[src/itc_defines.svh]
// Offsets, field positions, reset values and limits of the integrator channel.
// Included by the package user files; definitions only.
`ifndef ITC_DEFINES_SVH
`define ITC_DEFINES_SVH
`define ITC_ADDR_CTRL 4'h0
`define ITC_ADDR_RATIO 4'h1
`define ITC_ADDR_DATA 4'h2
`define ITC_ADDR_TIME 4'h3
`define ITC_ADDR_STATUS 4'h4
`define ITC_ADDR_PATTERN 4'h5
`define ITC_ADDR_LENGTH 4'h6
`define ITC_ADDR_DIVIDER 4'h7
`define ITC_CTRL_INT_ON 0
`define ITC_CTRL_HOLD_MODE 1
`define ITC_CTRL_NARROW 2
`define ITC_CTRL_FILT_ON 3
`define ITC_CTRL_DEMOD 4
`define ITC_CTRL_TMODE 5
`define ITC_CTRL_HSEL 6
`define ITC_CTRL_SYNC 7
`define ITC_CTRL_ORDER_LO 8
`define ITC_CTRL_SLICE_LO 16
`define ITC_RATIO_INT_LO 0
`define ITC_RATIO_SINC_LO 8
`define ITC_DIV_EN 16
`define ITC_RST_VALUE 32'h0000_0000
`define ITC_ORDER_FIRST 2'h1
`define ITC_SINC_RATIO_ONE 9'h001
`define ITC_INT_RATIO_MAX 8'h80
`define ITC_ACC_POS 34'h0_8000_0000
`define ITC_ACC_NEG 34'h3_8000_0000
`define ITC_TIME_MAX 16'hFFFF
`define ITC_PAT_BITS 1024
`define ITC_PAT_CHUNK 16
`endif

[src/itc_pkg.sv]
// Types shared by the integrator channel, its time meter and carrier generator.
// Assumes itc_defines.svh is included by each user file.
package itc_pkg;
    typedef enum logic [1:0] {ITC_OFF = 2'b00, ITC_OSR = 2'b01, ITC_SAH = 2'b11} itc_integ_e;

    typedef struct packed {
        itc_integ_e state;
        logic [31:0] ctrl;
        logic [31:0] ratio;
        logic [9:0] length;
        logic [16:0] divider;
        logic [31:0] acc;
        logic [7:0] cnt;
        logic [31:0] dataWord;
        logic ovfFlag;
        logic wrapFlag;
        logic [31:0] rdata;
        logic modClkPrev;
        logic holdPrev;
        logic syncPrev;
        logic filtEnPrev;
        logic newData;
        logic demodActive;
    } itc_main_s;

    typedef struct packed {
        logic [15:0] count;
        logic [15:0] timeReg;
        logic wrap;
    } itc_timer_s;

    typedef struct packed {
        logic [1023:0] pattern;
        logic loaded;
        logic [9:0] bitPtr;
        logic [15:0] divCnt;
        logic outTrue;
        logic outInv;
    } itc_carrier_s;
endpackage

[src/itc_carrier_gen.sv]
// Programmable-length pattern shift register driving a complementary carrier.
// Assumes pattern writes are single-cycle strobes from the register port.
`timescale 1ns/1ns
`include "itc_defines.svh"
module itc_carrier_gen (
    input wire logic clk,
    input wire logic srst,
    input wire logic ce,
    input wire logic patWrite,
    input wire logic [15:0] patData,
    input wire logic enable,
    input wire logic [9:0] lengthCount,
    input wire logic [15:0] divider,
    output logic carrierTrue,
    output logic carrierInverse
);
    itc_pkg::itc_carrier_s q, d;
    logic [15:0] divLast;

    always_comb
    begin
        d = q;
        // A divider of zero would never advance, so it runs as one
        divLast = (divider == 16'h0000) ? 16'h0000 : divider - 16'h0001;
        if (patWrite)
        begin
            d.loaded = 1'b1;
            if (q.loaded)
                d.pattern = {q.pattern[1007:0], patData};
            else
                d.pattern = {1008'h0, patData};
        end
        if (!enable)
        begin
            d.divCnt = 16'h0000;
            d.bitPtr = lengthCount;
            d.outTrue = 1'b0;
            d.outInv = 1'b0;
        end
        else if (q.divCnt >= divLast)
        begin
            d.divCnt = 16'h0000;
            d.outTrue = q.pattern[q.bitPtr];
            d.outInv = ~q.pattern[q.bitPtr];
            if (q.bitPtr == 10'h000 || q.bitPtr > lengthCount)
                d.bitPtr = lengthCount;
            else
                d.bitPtr = q.bitPtr - 10'h001;
        end
        else
            d.divCnt = q.divCnt + 16'h0001;
    end

    always_ff @(posedge clk)
    begin
        if (srst)
            q <= '0;
        else if (ce)
            q <= d;
    end

    assign carrierTrue = q.outTrue;
    assign carrierInverse = q.outInv;
endmodule

[src/itc_integrator_top.sv]
// Integrator channel: register port, 32-bit accumulator, 16-bit slice,
// time meter and carrier generator. Assumes sinc output, modulator bit and
// clock, hold triggers and calibration status are synchronous to clk.
//
// The implementer's own choices: the register offsets and the address-and-strobe port.
`timescale 1ns/1ns
`include "itc_defines.svh"
// Function
// - Oversampling mode sums 1 to 128 sinc words, one per word.
// - Oversampling mode restarts integration when the sinc filter becomes enabled.
// - Rising sync start bit restarts accumulation together in all channels.
// - Oversampling mode flags overflow when magnitude reaches or passes the maximum.
// - Sample-and-hold mode flags overflow when magnitude exceeds 2,147,483,648.
// - After overflow the accumulator clears and integration keeps running.
// - Narrow select presents a 16-bit slice chosen by the slice offset.
// - The 16-bit slice always carries the sign of the full word.
// - Filter enable, first order and ratio one feed raw modulator bits.
// - Demodulation runs only with its enable set and calibration finished.
// - Time counter is 16 bits, counting modulator or system clocks.
// - Timer mode one latches modulator clocks between hold edges, then zeros.
// - Timer mode zero counts system clocks, zeroed by new data, latched on hold.
// - Wrap flag sets on rollover from 0xFFFF and clears on status read.
// - Carrier is a 1 to 1024 bit shift register with complementary outputs.
// - First pattern write loads low 16 bits; later writes shift up 16.
// - Pattern length count holds the length minus one.
// - Carrier bit rate is the clock divided by the divider field.
// - Integrator disabled means cleared and bypassed, sinc output passes through.
// - In sample-and-hold mode a hold trigger rising edge stores the accumulator and restarts it from any sample of that cycle.
// - Carrier generator runs only while its enable bit is set.
module itc_integrator_top (
    input wire logic clk,
    input wire logic srst,
    input wire logic ce,
    input wire logic [3:0] addr,
    input wire logic [31:0] wdata,
    input wire logic wrStrobe,
    input wire logic rdStrobe,
    output logic [31:0] rdata,
    input wire logic [31:0] sincData,
    input wire logic sincValid,
    input wire logic modBit,
    input wire logic modClk,
    input wire logic holdTrigger0,
    input wire logic holdTrigger1,
    input wire logic phaseCalDone,
    output logic filterEnable,
    output logic [1:0] sincOrder,
    output logic [8:0] sincRatio,
    output logic demodActive,
    output logic dataReady,
    output logic carrierOutTrue,
    output logic carrierOutInverse
);
    itc_pkg::itc_main_s q, d;
    logic [15:0] timeValue;
    logic wrapPulse;
    logic modClkRise;
    logic holdSel;
    logic holdRise;
    logic syncRise;
    logic filtEnRise;
    logic bypass;
    logic sampleValid;
    logic [31:0] sampleVal;
    logic [33:0] sum;
    logic osrOvf;
    logic sahOvf;
    logic ovfSet;
    logic [7:0] ratioEff;
    logic statusRead;
    logic patWrite;
    itc_pkg::itc_integ_e nextState;

    // Keeps the ratio inside 1..128 so a stray zero cannot stall the count
    function automatic logic [7:0] itcRatio(input logic [7:0] r);
        if (r == 8'h00)
            itcRatio = 8'h01;
        else if (r > `ITC_INT_RATIO_MAX)
            itcRatio = `ITC_INT_RATIO_MAX;
        else
            itcRatio = r;
    endfunction

    // Sign bit is forced so a large offset never flips the apparent polarity
    function automatic logic [15:0] itcSlice(input logic [31:0] w, input logic [4:0] offs);
        logic [31:0] s;
        s = w >> offs;
        itcSlice = {w[31], s[14:0]};
    endfunction

    function automatic logic [33:0] itcExt(input logic [31:0] v);
        itcExt = {{2{v[31]}}, v};
    endfunction

    always_comb
    begin
        d = q;
        d.newData = 1'b0;
        modClkRise = modClk & ~q.modClkPrev;
        holdSel = q.ctrl[`ITC_CTRL_HSEL] ? holdTrigger1 : holdTrigger0;
        holdRise = holdSel & ~q.holdPrev;
        syncRise = q.ctrl[`ITC_CTRL_SYNC] & ~q.syncPrev;
        filtEnRise = q.ctrl[`ITC_CTRL_FILT_ON] & ~q.filtEnPrev;
        ratioEff = itcRatio(q.ratio[`ITC_RATIO_INT_LO +: 8]);
        statusRead = rdStrobe && (addr == `ITC_ADDR_STATUS);
        patWrite = wrStrobe && (addr == `ITC_ADDR_PATTERN);
        bypass = q.ctrl[`ITC_CTRL_FILT_ON]
            && (q.ctrl[`ITC_CTRL_ORDER_LO +: 2] == `ITC_ORDER_FIRST)
            && (q.ratio[`ITC_RATIO_SINC_LO +: 9] == `ITC_SINC_RATIO_ONE);
        sampleValid = bypass ? modClkRise : sincValid;
        sampleVal = bypass ? (modBit ? 32'h0000_0001 : 32'hFFFF_FFFF) : sincData;
        // Demodulation folds the negative carrier half into the sum
        if (q.demodActive && !carrierOutTrue)
            sampleVal = ~sampleVal + 32'h0000_0001;
        sum = itcExt(q.acc) + itcExt(sampleVal);
        osrOvf = !sum[33] ? (sum >= `ITC_ACC_POS) : (sum <= `ITC_ACC_NEG);
        sahOvf = !sum[33] ? (sum > `ITC_ACC_POS) : (sum < `ITC_ACC_NEG);
        ovfSet = 1'b0;

        case (q.state)
            itc_pkg::ITC_OFF:
            begin
                d.acc = 32'h0000_0000;
                d.cnt = 8'h00;
                if (sampleValid)
                begin
                    d.dataWord = sampleVal;
                    d.newData = 1'b1;
                end
            end
            itc_pkg::ITC_OSR:
            begin
                if (filtEnRise || syncRise)
                begin
                    d.acc = 32'h0000_0000;
                    d.cnt = 8'h00;
                end
                else if (sampleValid)
                begin
                    d.acc = sum[31:0];
                    if (osrOvf)
                    begin
                        ovfSet = 1'b1;
                        d.acc = 32'h0000_0000;
                    end
                    if (q.cnt >= ratioEff - 8'h01)
                    begin
                        d.dataWord = sum[31:0];
                        d.acc = 32'h0000_0000;
                        d.cnt = 8'h00;
                        d.newData = 1'b1;
                    end
                    else
                        d.cnt = q.cnt + 8'h01;
                end
            end
            itc_pkg::ITC_SAH:
            begin
                if (holdRise)
                begin
                    d.dataWord = q.acc;
                    d.acc = sampleValid ? sampleVal : 32'h0000_0000;
                    d.newData = 1'b1;
                end
                else if (syncRise)
                    d.acc = 32'h0000_0000;
                else if (sampleValid)
                begin
                    d.acc = sum[31:0];
                    if (sahOvf)
                    begin
                        ovfSet = 1'b1;
                        d.acc = 32'h0000_0000;
                    end
                end
            end
            default:
            begin
                d.acc = 32'h0000_0000;
                d.cnt = 8'h00;
            end
        endcase

        if (!q.ctrl[`ITC_CTRL_INT_ON])
            nextState = itc_pkg::ITC_OFF;
        else if (q.ctrl[`ITC_CTRL_HOLD_MODE])
            nextState = itc_pkg::ITC_SAH;
        else
            nextState = itc_pkg::ITC_OSR;
        if (nextState != q.state)
        begin
            d.acc = 32'h0000_0000;
            d.cnt = 8'h00;
        end
        d.state = nextState;

        // Set beats the clearing read so no event is lost
        d.ovfFlag = (q.ovfFlag & ~statusRead) | ovfSet;
        d.wrapFlag = (q.wrapFlag & ~statusRead) | wrapPulse;
        d.demodActive = q.ctrl[`ITC_CTRL_DEMOD] & phaseCalDone;
        d.modClkPrev = modClk;
        d.holdPrev = holdSel;
        d.syncPrev = q.ctrl[`ITC_CTRL_SYNC];
        d.filtEnPrev = q.ctrl[`ITC_CTRL_FILT_ON];

        if (wrStrobe)
        begin
            case (addr)
                `ITC_ADDR_CTRL: d.ctrl = wdata;
                `ITC_ADDR_RATIO: d.ratio = {15'h0000, wdata[16:0]};
                `ITC_ADDR_LENGTH: d.length = wdata[9:0];
                `ITC_ADDR_DIVIDER: d.divider = wdata[16:0];
                default: d.length = q.length;
            endcase
        end

        if (rdStrobe)
        begin
            case (addr)
                `ITC_ADDR_CTRL: d.rdata = q.ctrl;
                `ITC_ADDR_RATIO: d.rdata = q.ratio;
                `ITC_ADDR_DATA:
                begin
                    if (q.ctrl[`ITC_CTRL_NARROW])
                        d.rdata = {{16{q.dataWord[31]}},
                            itcSlice(q.dataWord, q.ctrl[`ITC_CTRL_SLICE_LO +: 5])};
                    else
                        d.rdata = q.dataWord;
                end
                `ITC_ADDR_TIME: d.rdata = {16'h0000, timeValue};
                `ITC_ADDR_STATUS: d.rdata = {30'h0000_0000, q.wrapFlag, q.ovfFlag};
                `ITC_ADDR_LENGTH: d.rdata = {22'h00_0000, q.length};
                `ITC_ADDR_DIVIDER: d.rdata = {15'h0000, q.divider};
                default: d.rdata = `ITC_RST_VALUE;
            endcase
        end
    end

    always_ff @(posedge clk)
    begin
        if (srst)
            q <= '0;
        else if (ce)
            q <= d;
    end

    itc_time_meter u_time (
        .clk(clk),
        .srst(srst),
        .ce(ce),
        .modTick(modClkRise),
        .timerMode(q.ctrl[`ITC_CTRL_TMODE]),
        .holdRise(holdRise),
        .newData(q.newData | sincValid),
        .timeValue(timeValue),
        .wrapPulse(wrapPulse)
    );

    itc_carrier_gen u_carrier (
        .clk(clk),
        .srst(srst),
        .ce(ce),
        .patWrite(patWrite),
        .patData(wdata[15:0]),
        .enable(q.divider[`ITC_DIV_EN]),
        .lengthCount(q.length),
        .divider(q.divider[15:0]),
        .carrierTrue(carrierOutTrue),
        .carrierInverse(carrierOutInverse)
    );

    assign rdata = q.rdata;
    assign filterEnable = q.ctrl[`ITC_CTRL_FILT_ON];
    assign sincOrder = q.ctrl[`ITC_CTRL_ORDER_LO +: 2];
    assign sincRatio = q.ratio[`ITC_RATIO_SINC_LO +: 9];
    assign demodActive = q.demodActive;
    assign dataReady = q.newData;
endmodule

[src/itc_time_meter.sv]
// 16-bit time measure counter with time register and wrap pulse.
// Assumes tick and hold edge pulses are one cycle wide in the clk domain.
`timescale 1ns/1ns
`include "itc_defines.svh"
module itc_time_meter (
    input wire logic clk,
    input wire logic srst,
    input wire logic ce,
    input wire logic modTick,
    input wire logic timerMode,
    input wire logic holdRise,
    input wire logic newData,
    output logic [15:0] timeValue,
    output logic wrapPulse
);
    itc_pkg::itc_timer_s q, d;
    logic cntTick;

    always_comb
    begin
        d = q;
        d.wrap = 1'b0;
        cntTick = timerMode ? modTick : 1'b1;
        if (holdRise)
        begin
            d.timeReg = q.count;
            d.count = 16'h0000;
        end
        else if (!timerMode && newData)
            d.count = 16'h0000;
        else if (cntTick)
        begin
            d.count = q.count + 16'h0001;
            d.wrap = (q.count == `ITC_TIME_MAX);
        end
    end

    always_ff @(posedge clk)
    begin
        if (srst)
            q <= '0;
        else if (ce)
            q <= d;
    end

    assign timeValue = q.timeReg;
    assign wrapPulse = q.wrap;
endmodule

[config.mk]
export PLATFORM = sky130hd
export DESIGN_NAME = itc_integrator_top
export DESIGN_NICKNAME = d
export VERILOG_FILES = /design/src/itc_pkg.sv /design/src/itc_carrier_gen.sv /design/src/itc_integrator_top.sv /design/src/itc_time_meter.sv
export VERILOG_INCLUDE_DIRS = /design/src
export SDC_FILE = /design/constraint.sdc
export NUM_CORES = 2
export LEC_CHECK = 0
export BUFFER_PORTS_ARGS = -buffer_cell sky130_fd_sc_hd__buf_2
export CAP_MARGIN = 0
export CORE_MARGIN = 10
export CORE_UTILIZATION = 50
export DETAILED_ROUTE_END_ITERATION = 16
export HOLD_SLACK_MARGIN = 0.03
export PLACE_DENSITY = 0.68
export SLEW_MARGIN = 20
export SYNTH_ARGS = -nofsm -noshare
export SYNTH_HDL_FRONTEND = slang
export SYNTH_SLANG_ARGS = --single-unit
[constraint.sdc]
create_clock -name clk -period 5.8 [get_ports clk]
set_clock_uncertainty 0.1 [all_clocks]
set_input_delay 0 -clock clk [delete_from_list [all_inputs] [get_ports clk]]
set_output_delay 0 -clock clk [all_outputs]
set_load 0.01 [all_outputs]
==> flow_summary.json <==
{
  "routed_wl_um": 174400,
  "drtIter0Drc": 6142,
  "worstSetupEndpointType": "register",
  "worst_slack_ns": -0.2065,
  "fp-row-count": 128,
  "r2r_cells": 24,
  "violations": "setup timing",
  "power.switching_w": 0.004189,
  "ant_nets": 0,
  "worst_slew_pin_slew_ns": 1.287,
  "cts.htree.levels": 4,
  "clock_path_buffers": 3,
  "wire_per_inst_um": 19.18,
  "worstPathArrival_ns": 6.60,
  "ys_top_cells_by_area": "dfxtp_1, mux4_2, a21oi_1, nand2_1, nand3_1",
  "p_seq_share_pct": 47.7,
  "cp-start-kind": "register",
  "worst_hold_path.num_cells": 9,
  "areaGrowthSynthToFinish_pct": 16.00,
  "tns_ns": -4.462,
  "fin_crit_sh_pct": 103.6,
  "power.total_w": 0.01847,
  "die_h_um": 370.4,
  "gp_routability_congestion": 0.9473,
  "synth_top_area_share_pct": 41.62,
  "io_pins": 127,
  "die_area_um2": 137200,
  "synth-main-ff-cell": "dfxtp_1",
  "cp_slowest_cell": "or4_4",
  "grt_pass1_vias": 51840,
  "drv.max_cap_violation_count": 0,
  "overflow": 0,
  "design_area_um2": 71200,
  "p_comb_share_pct": 4.5,
  "yosysWarningCount": 0,
  "drive_gt1_share_pct": 16.31,
  "ys_ff_latch": 1276,
  "cts-root-buf": "clkbuf_16",
  "drc": 0,
  "antenna_found_initial": 2,
  "via_count": 54910,
  "intPower_w": 0.01428,
  "post_dp_cell_area_um2": 64360,
  "clock.fmax_mhz": 166.5,
  "maxSlewViolCount": 0,
  "ir_drop_mv": 0.3083,
  "worstSetupPathType": "register to register",
  "synth_edf_count": 0,
  "cpPeakStageDelay_ns": 0.63,
  "grt_pass1_wl_um": 281800,
  "hold_viol": 0,
  "grtUsageTotal_pct": 24.45,
  "power_leakage_nw": 23.18,
  "start_util_pct": 50.36,
  "final_util_pct": 58.42,
  "outcome": "finished with violations",
  "nets": 7518,
  "power_density_nw_per_um2": 259.4,
  "avgSynthCellArea_um2": 8.404,
  "drtPass1Iterations": 8,
  "yosysSeqAreaShare_pct": 41.62,
  "p_clk_share_pct": 47.8,
  "rsz0062_at_grt": "true",
  "yosys.area.top_type": "dfxtp_1",
  "synth_cells": 7303,
  "design.core.area_um2": 121900,
  "clk_pin_slew_ns": 0.06,
  "io_buffers": 126,
  "cp.required_ns": 6.39,
  "synth_nets": 7456,
  "via_per_inst": 6.038,
  "sw_frac_of_total_pct": 22.69,
  "cp_cell_sequence": "or4b_4, nor3_4, buf_6, nor2_2, ha_4, buf_4, buf_4, a21oi_2, xnor2_1, o21ai_2, ha_4, a21o_1, a31o_4, o21ba_4, or4b_1, and3_4, a2111oi_4, nand4_1, or4_4, o31a_1, a21oi_4, buf_6, buf_8, a221o_1",
  "cts_buffers": 136,
  "finalCriticalPeriod_ns": 6.007,
  "relSlewSlack_pct": 14.22,
  "holdWs_ns": 0.09834,
  "fp.dieW_um": 370.4,
  "grt_max_degree": 251,
  "crit_fanout": 7,
  "yosysUniqueCellTypes": 85,
  "fillerInstances": 10770,
  "setup_viol": 30,
  "clk_latency_ns": 0.77,
  "synthArstFlopShare_pct": 0,
  "cts_tree": "yes",
  "cts.sinks": 1276,
  "hold_class": "primary input to register",
  "synth_area_um2": 61380,
  "dpl.hpwl_um": 110300
}
==> synthesized netlist by cell type (6+ instances only) <==
library cell,number
a211o_1,6
a211oi_1,29
a21boi_0,6
a21o_1,40
a21oi_1,1297
a221o_1,9
a221oi_1,13
a222oi_1,10
a22o_1,29
a22oi_1,58
a311o_1,8
a31oi_1,22
and2_1,11
and3_1,14
buf_1,56
buf_4,43
clkbuf_1,619
dfxtp_1,1276
ha_1,73
inv_1,63
mux2_2,10
mux2i_1,45
mux4_2,335
nand2_1,1429
nand2b_1,22
nand3_1,1058
nand4_1,28
nor2_1,204
nor2b_1,22
nor3_1,38
nor3b_1,7
nor4_1,18
o211ai_1,63
o21a_1,14
o21ai_0,92
o21ai_1,6
o221ai_1,11
o31ai_1,8
or3_1,23
or4_1,11
xnor2_1,41
xor2_1,49
==> layer usage <==
metal,up-vias,global-route usage (%),share of wire [%]
met5,-,0,0.0069
met4,2,7.443,2.7
met3,317,3.796,6.0
met2,1612,38.42,46
met1,26810,34.45,45
li1,26170,-,-
==> what timing repair did <==
action,CTS,global route
cloned,2,0
hold buffers,127,0
setup endpoints to repair,31,47
hold endpoints to repair,341,0
pin swaps,45,24
setup buffers,45,2
resized for setup,99,32
==> state kept, by name (all words and copies together), names as in the netlist <==
name	count
d	1
dataReady	1
demodActive	1
filterEnable	1
q	143
rdata	32
sincOrder	2
sincRatio	9
u_carrier.carrierInverse	1
u_carrier.carrierTrue	1
u_carrier.q	1051
u_time.q	16
u_time.timeValue	16
u_time.wrapPulse	1
==> stage by stage <==
step	setup slack, ns	instances
after floorplan	0.008697	7303
after global placement	-0.6992	8678
after detailed placement	-0.8420	8678
after CTS	-0.06685	9090
after global routing	-0.3848	9093
final	-0.2065	9094
==> worst paths after layout <==
check                            startpoint                             end  slack (ns)
min                             sincData[1]              q[41]$_SDFFE_PP0P_         0.1
min reg2reg  u_carrier.q[1052]$_SDFFE_PP0P_  u_carrier.q[1052]$_SDFFE_PP0P_        0.35
max               sincRatio[7]$_SDFFE_PP0P_              q[90]$_SDFFE_PP0P_       -0.21
max reg2reg       sincRatio[7]$_SDFFE_PP0P_              q[90]$_SDFFE_PP0P_       -0.21
==> power by group through the flow <==
stage                     registers [W]  logic [W]  clock network, W
after floorplan                 0.00899   0.000439                 0
after global placement          0.00901   0.000713                 0
after detailed placement        0.00901   0.000713                 0
after CTS                       0.00881   0.000806           0.00898
after global routing            0.00881   0.000893           0.00933
final                           0.00882   0.000829           0.00882
==> layout make-up <==
class                   instances  area, um2  area share, %
inverters                      64      240.2         0.3374
clock buffers                 197       4030          5.660
repair buffers                647       5303          7.447
well taps                    1625       2033          2.856
diodes                          1      2.502       0.003515
clock inverters                44      505.5         0.7099
flip-flops and latches       1276      25570          35.92
multi-input cells            5240      33510          47.07
==> placed cells by master, fill, tap and decap left out, types with 31 or more instances in the layout <==
cell / instances
a21o_1: 40
a21oi_1: 1276
a22oi_1: 58
buf_12: 31
buf_2: 125
buf_4: 352
clkbuf_16: 142
dfxtp_1: 1265
dlygate4sd3_1: 127
ha_1: 61
inv_1: 63
mux2i_1: 45
mux4_2: 335
nand2_1: 1426
nand3_1: 1057
nor2_1: 199
o211ai_1: 63
o21ai_0: 74
xnor2_1: 38
xor2_1: 49
==> worst max-delay path, delay by kind of cell, from the launching register on <==
kind | cells | cell delay [ns]
AOI/OAI and AO/OA | 9 | 1.95
xor gates and xnor gates | 1 | 0.09
adders and majority gates | 2 | 0.41
buffers and inverters | 5 | 0.66
DFF | 1 | 0.32
and+or+nand+nor | 7 | 2.43
==> cells by family after synthesis <==
kind of cell               Yosys count  synth area share, %
other                                1             0.006110
xor gates and xnor gates            90                1.284
adders and majority gates           74                1.521
muxes                              390                13.21
DFF                               1276                41.62
AOI/OAI and AO/OA                 1771                16.30
buffers and inverters              787                5.086
and+or+nand+nor                   2914                20.97
Power figures use the tool's default switching activity.
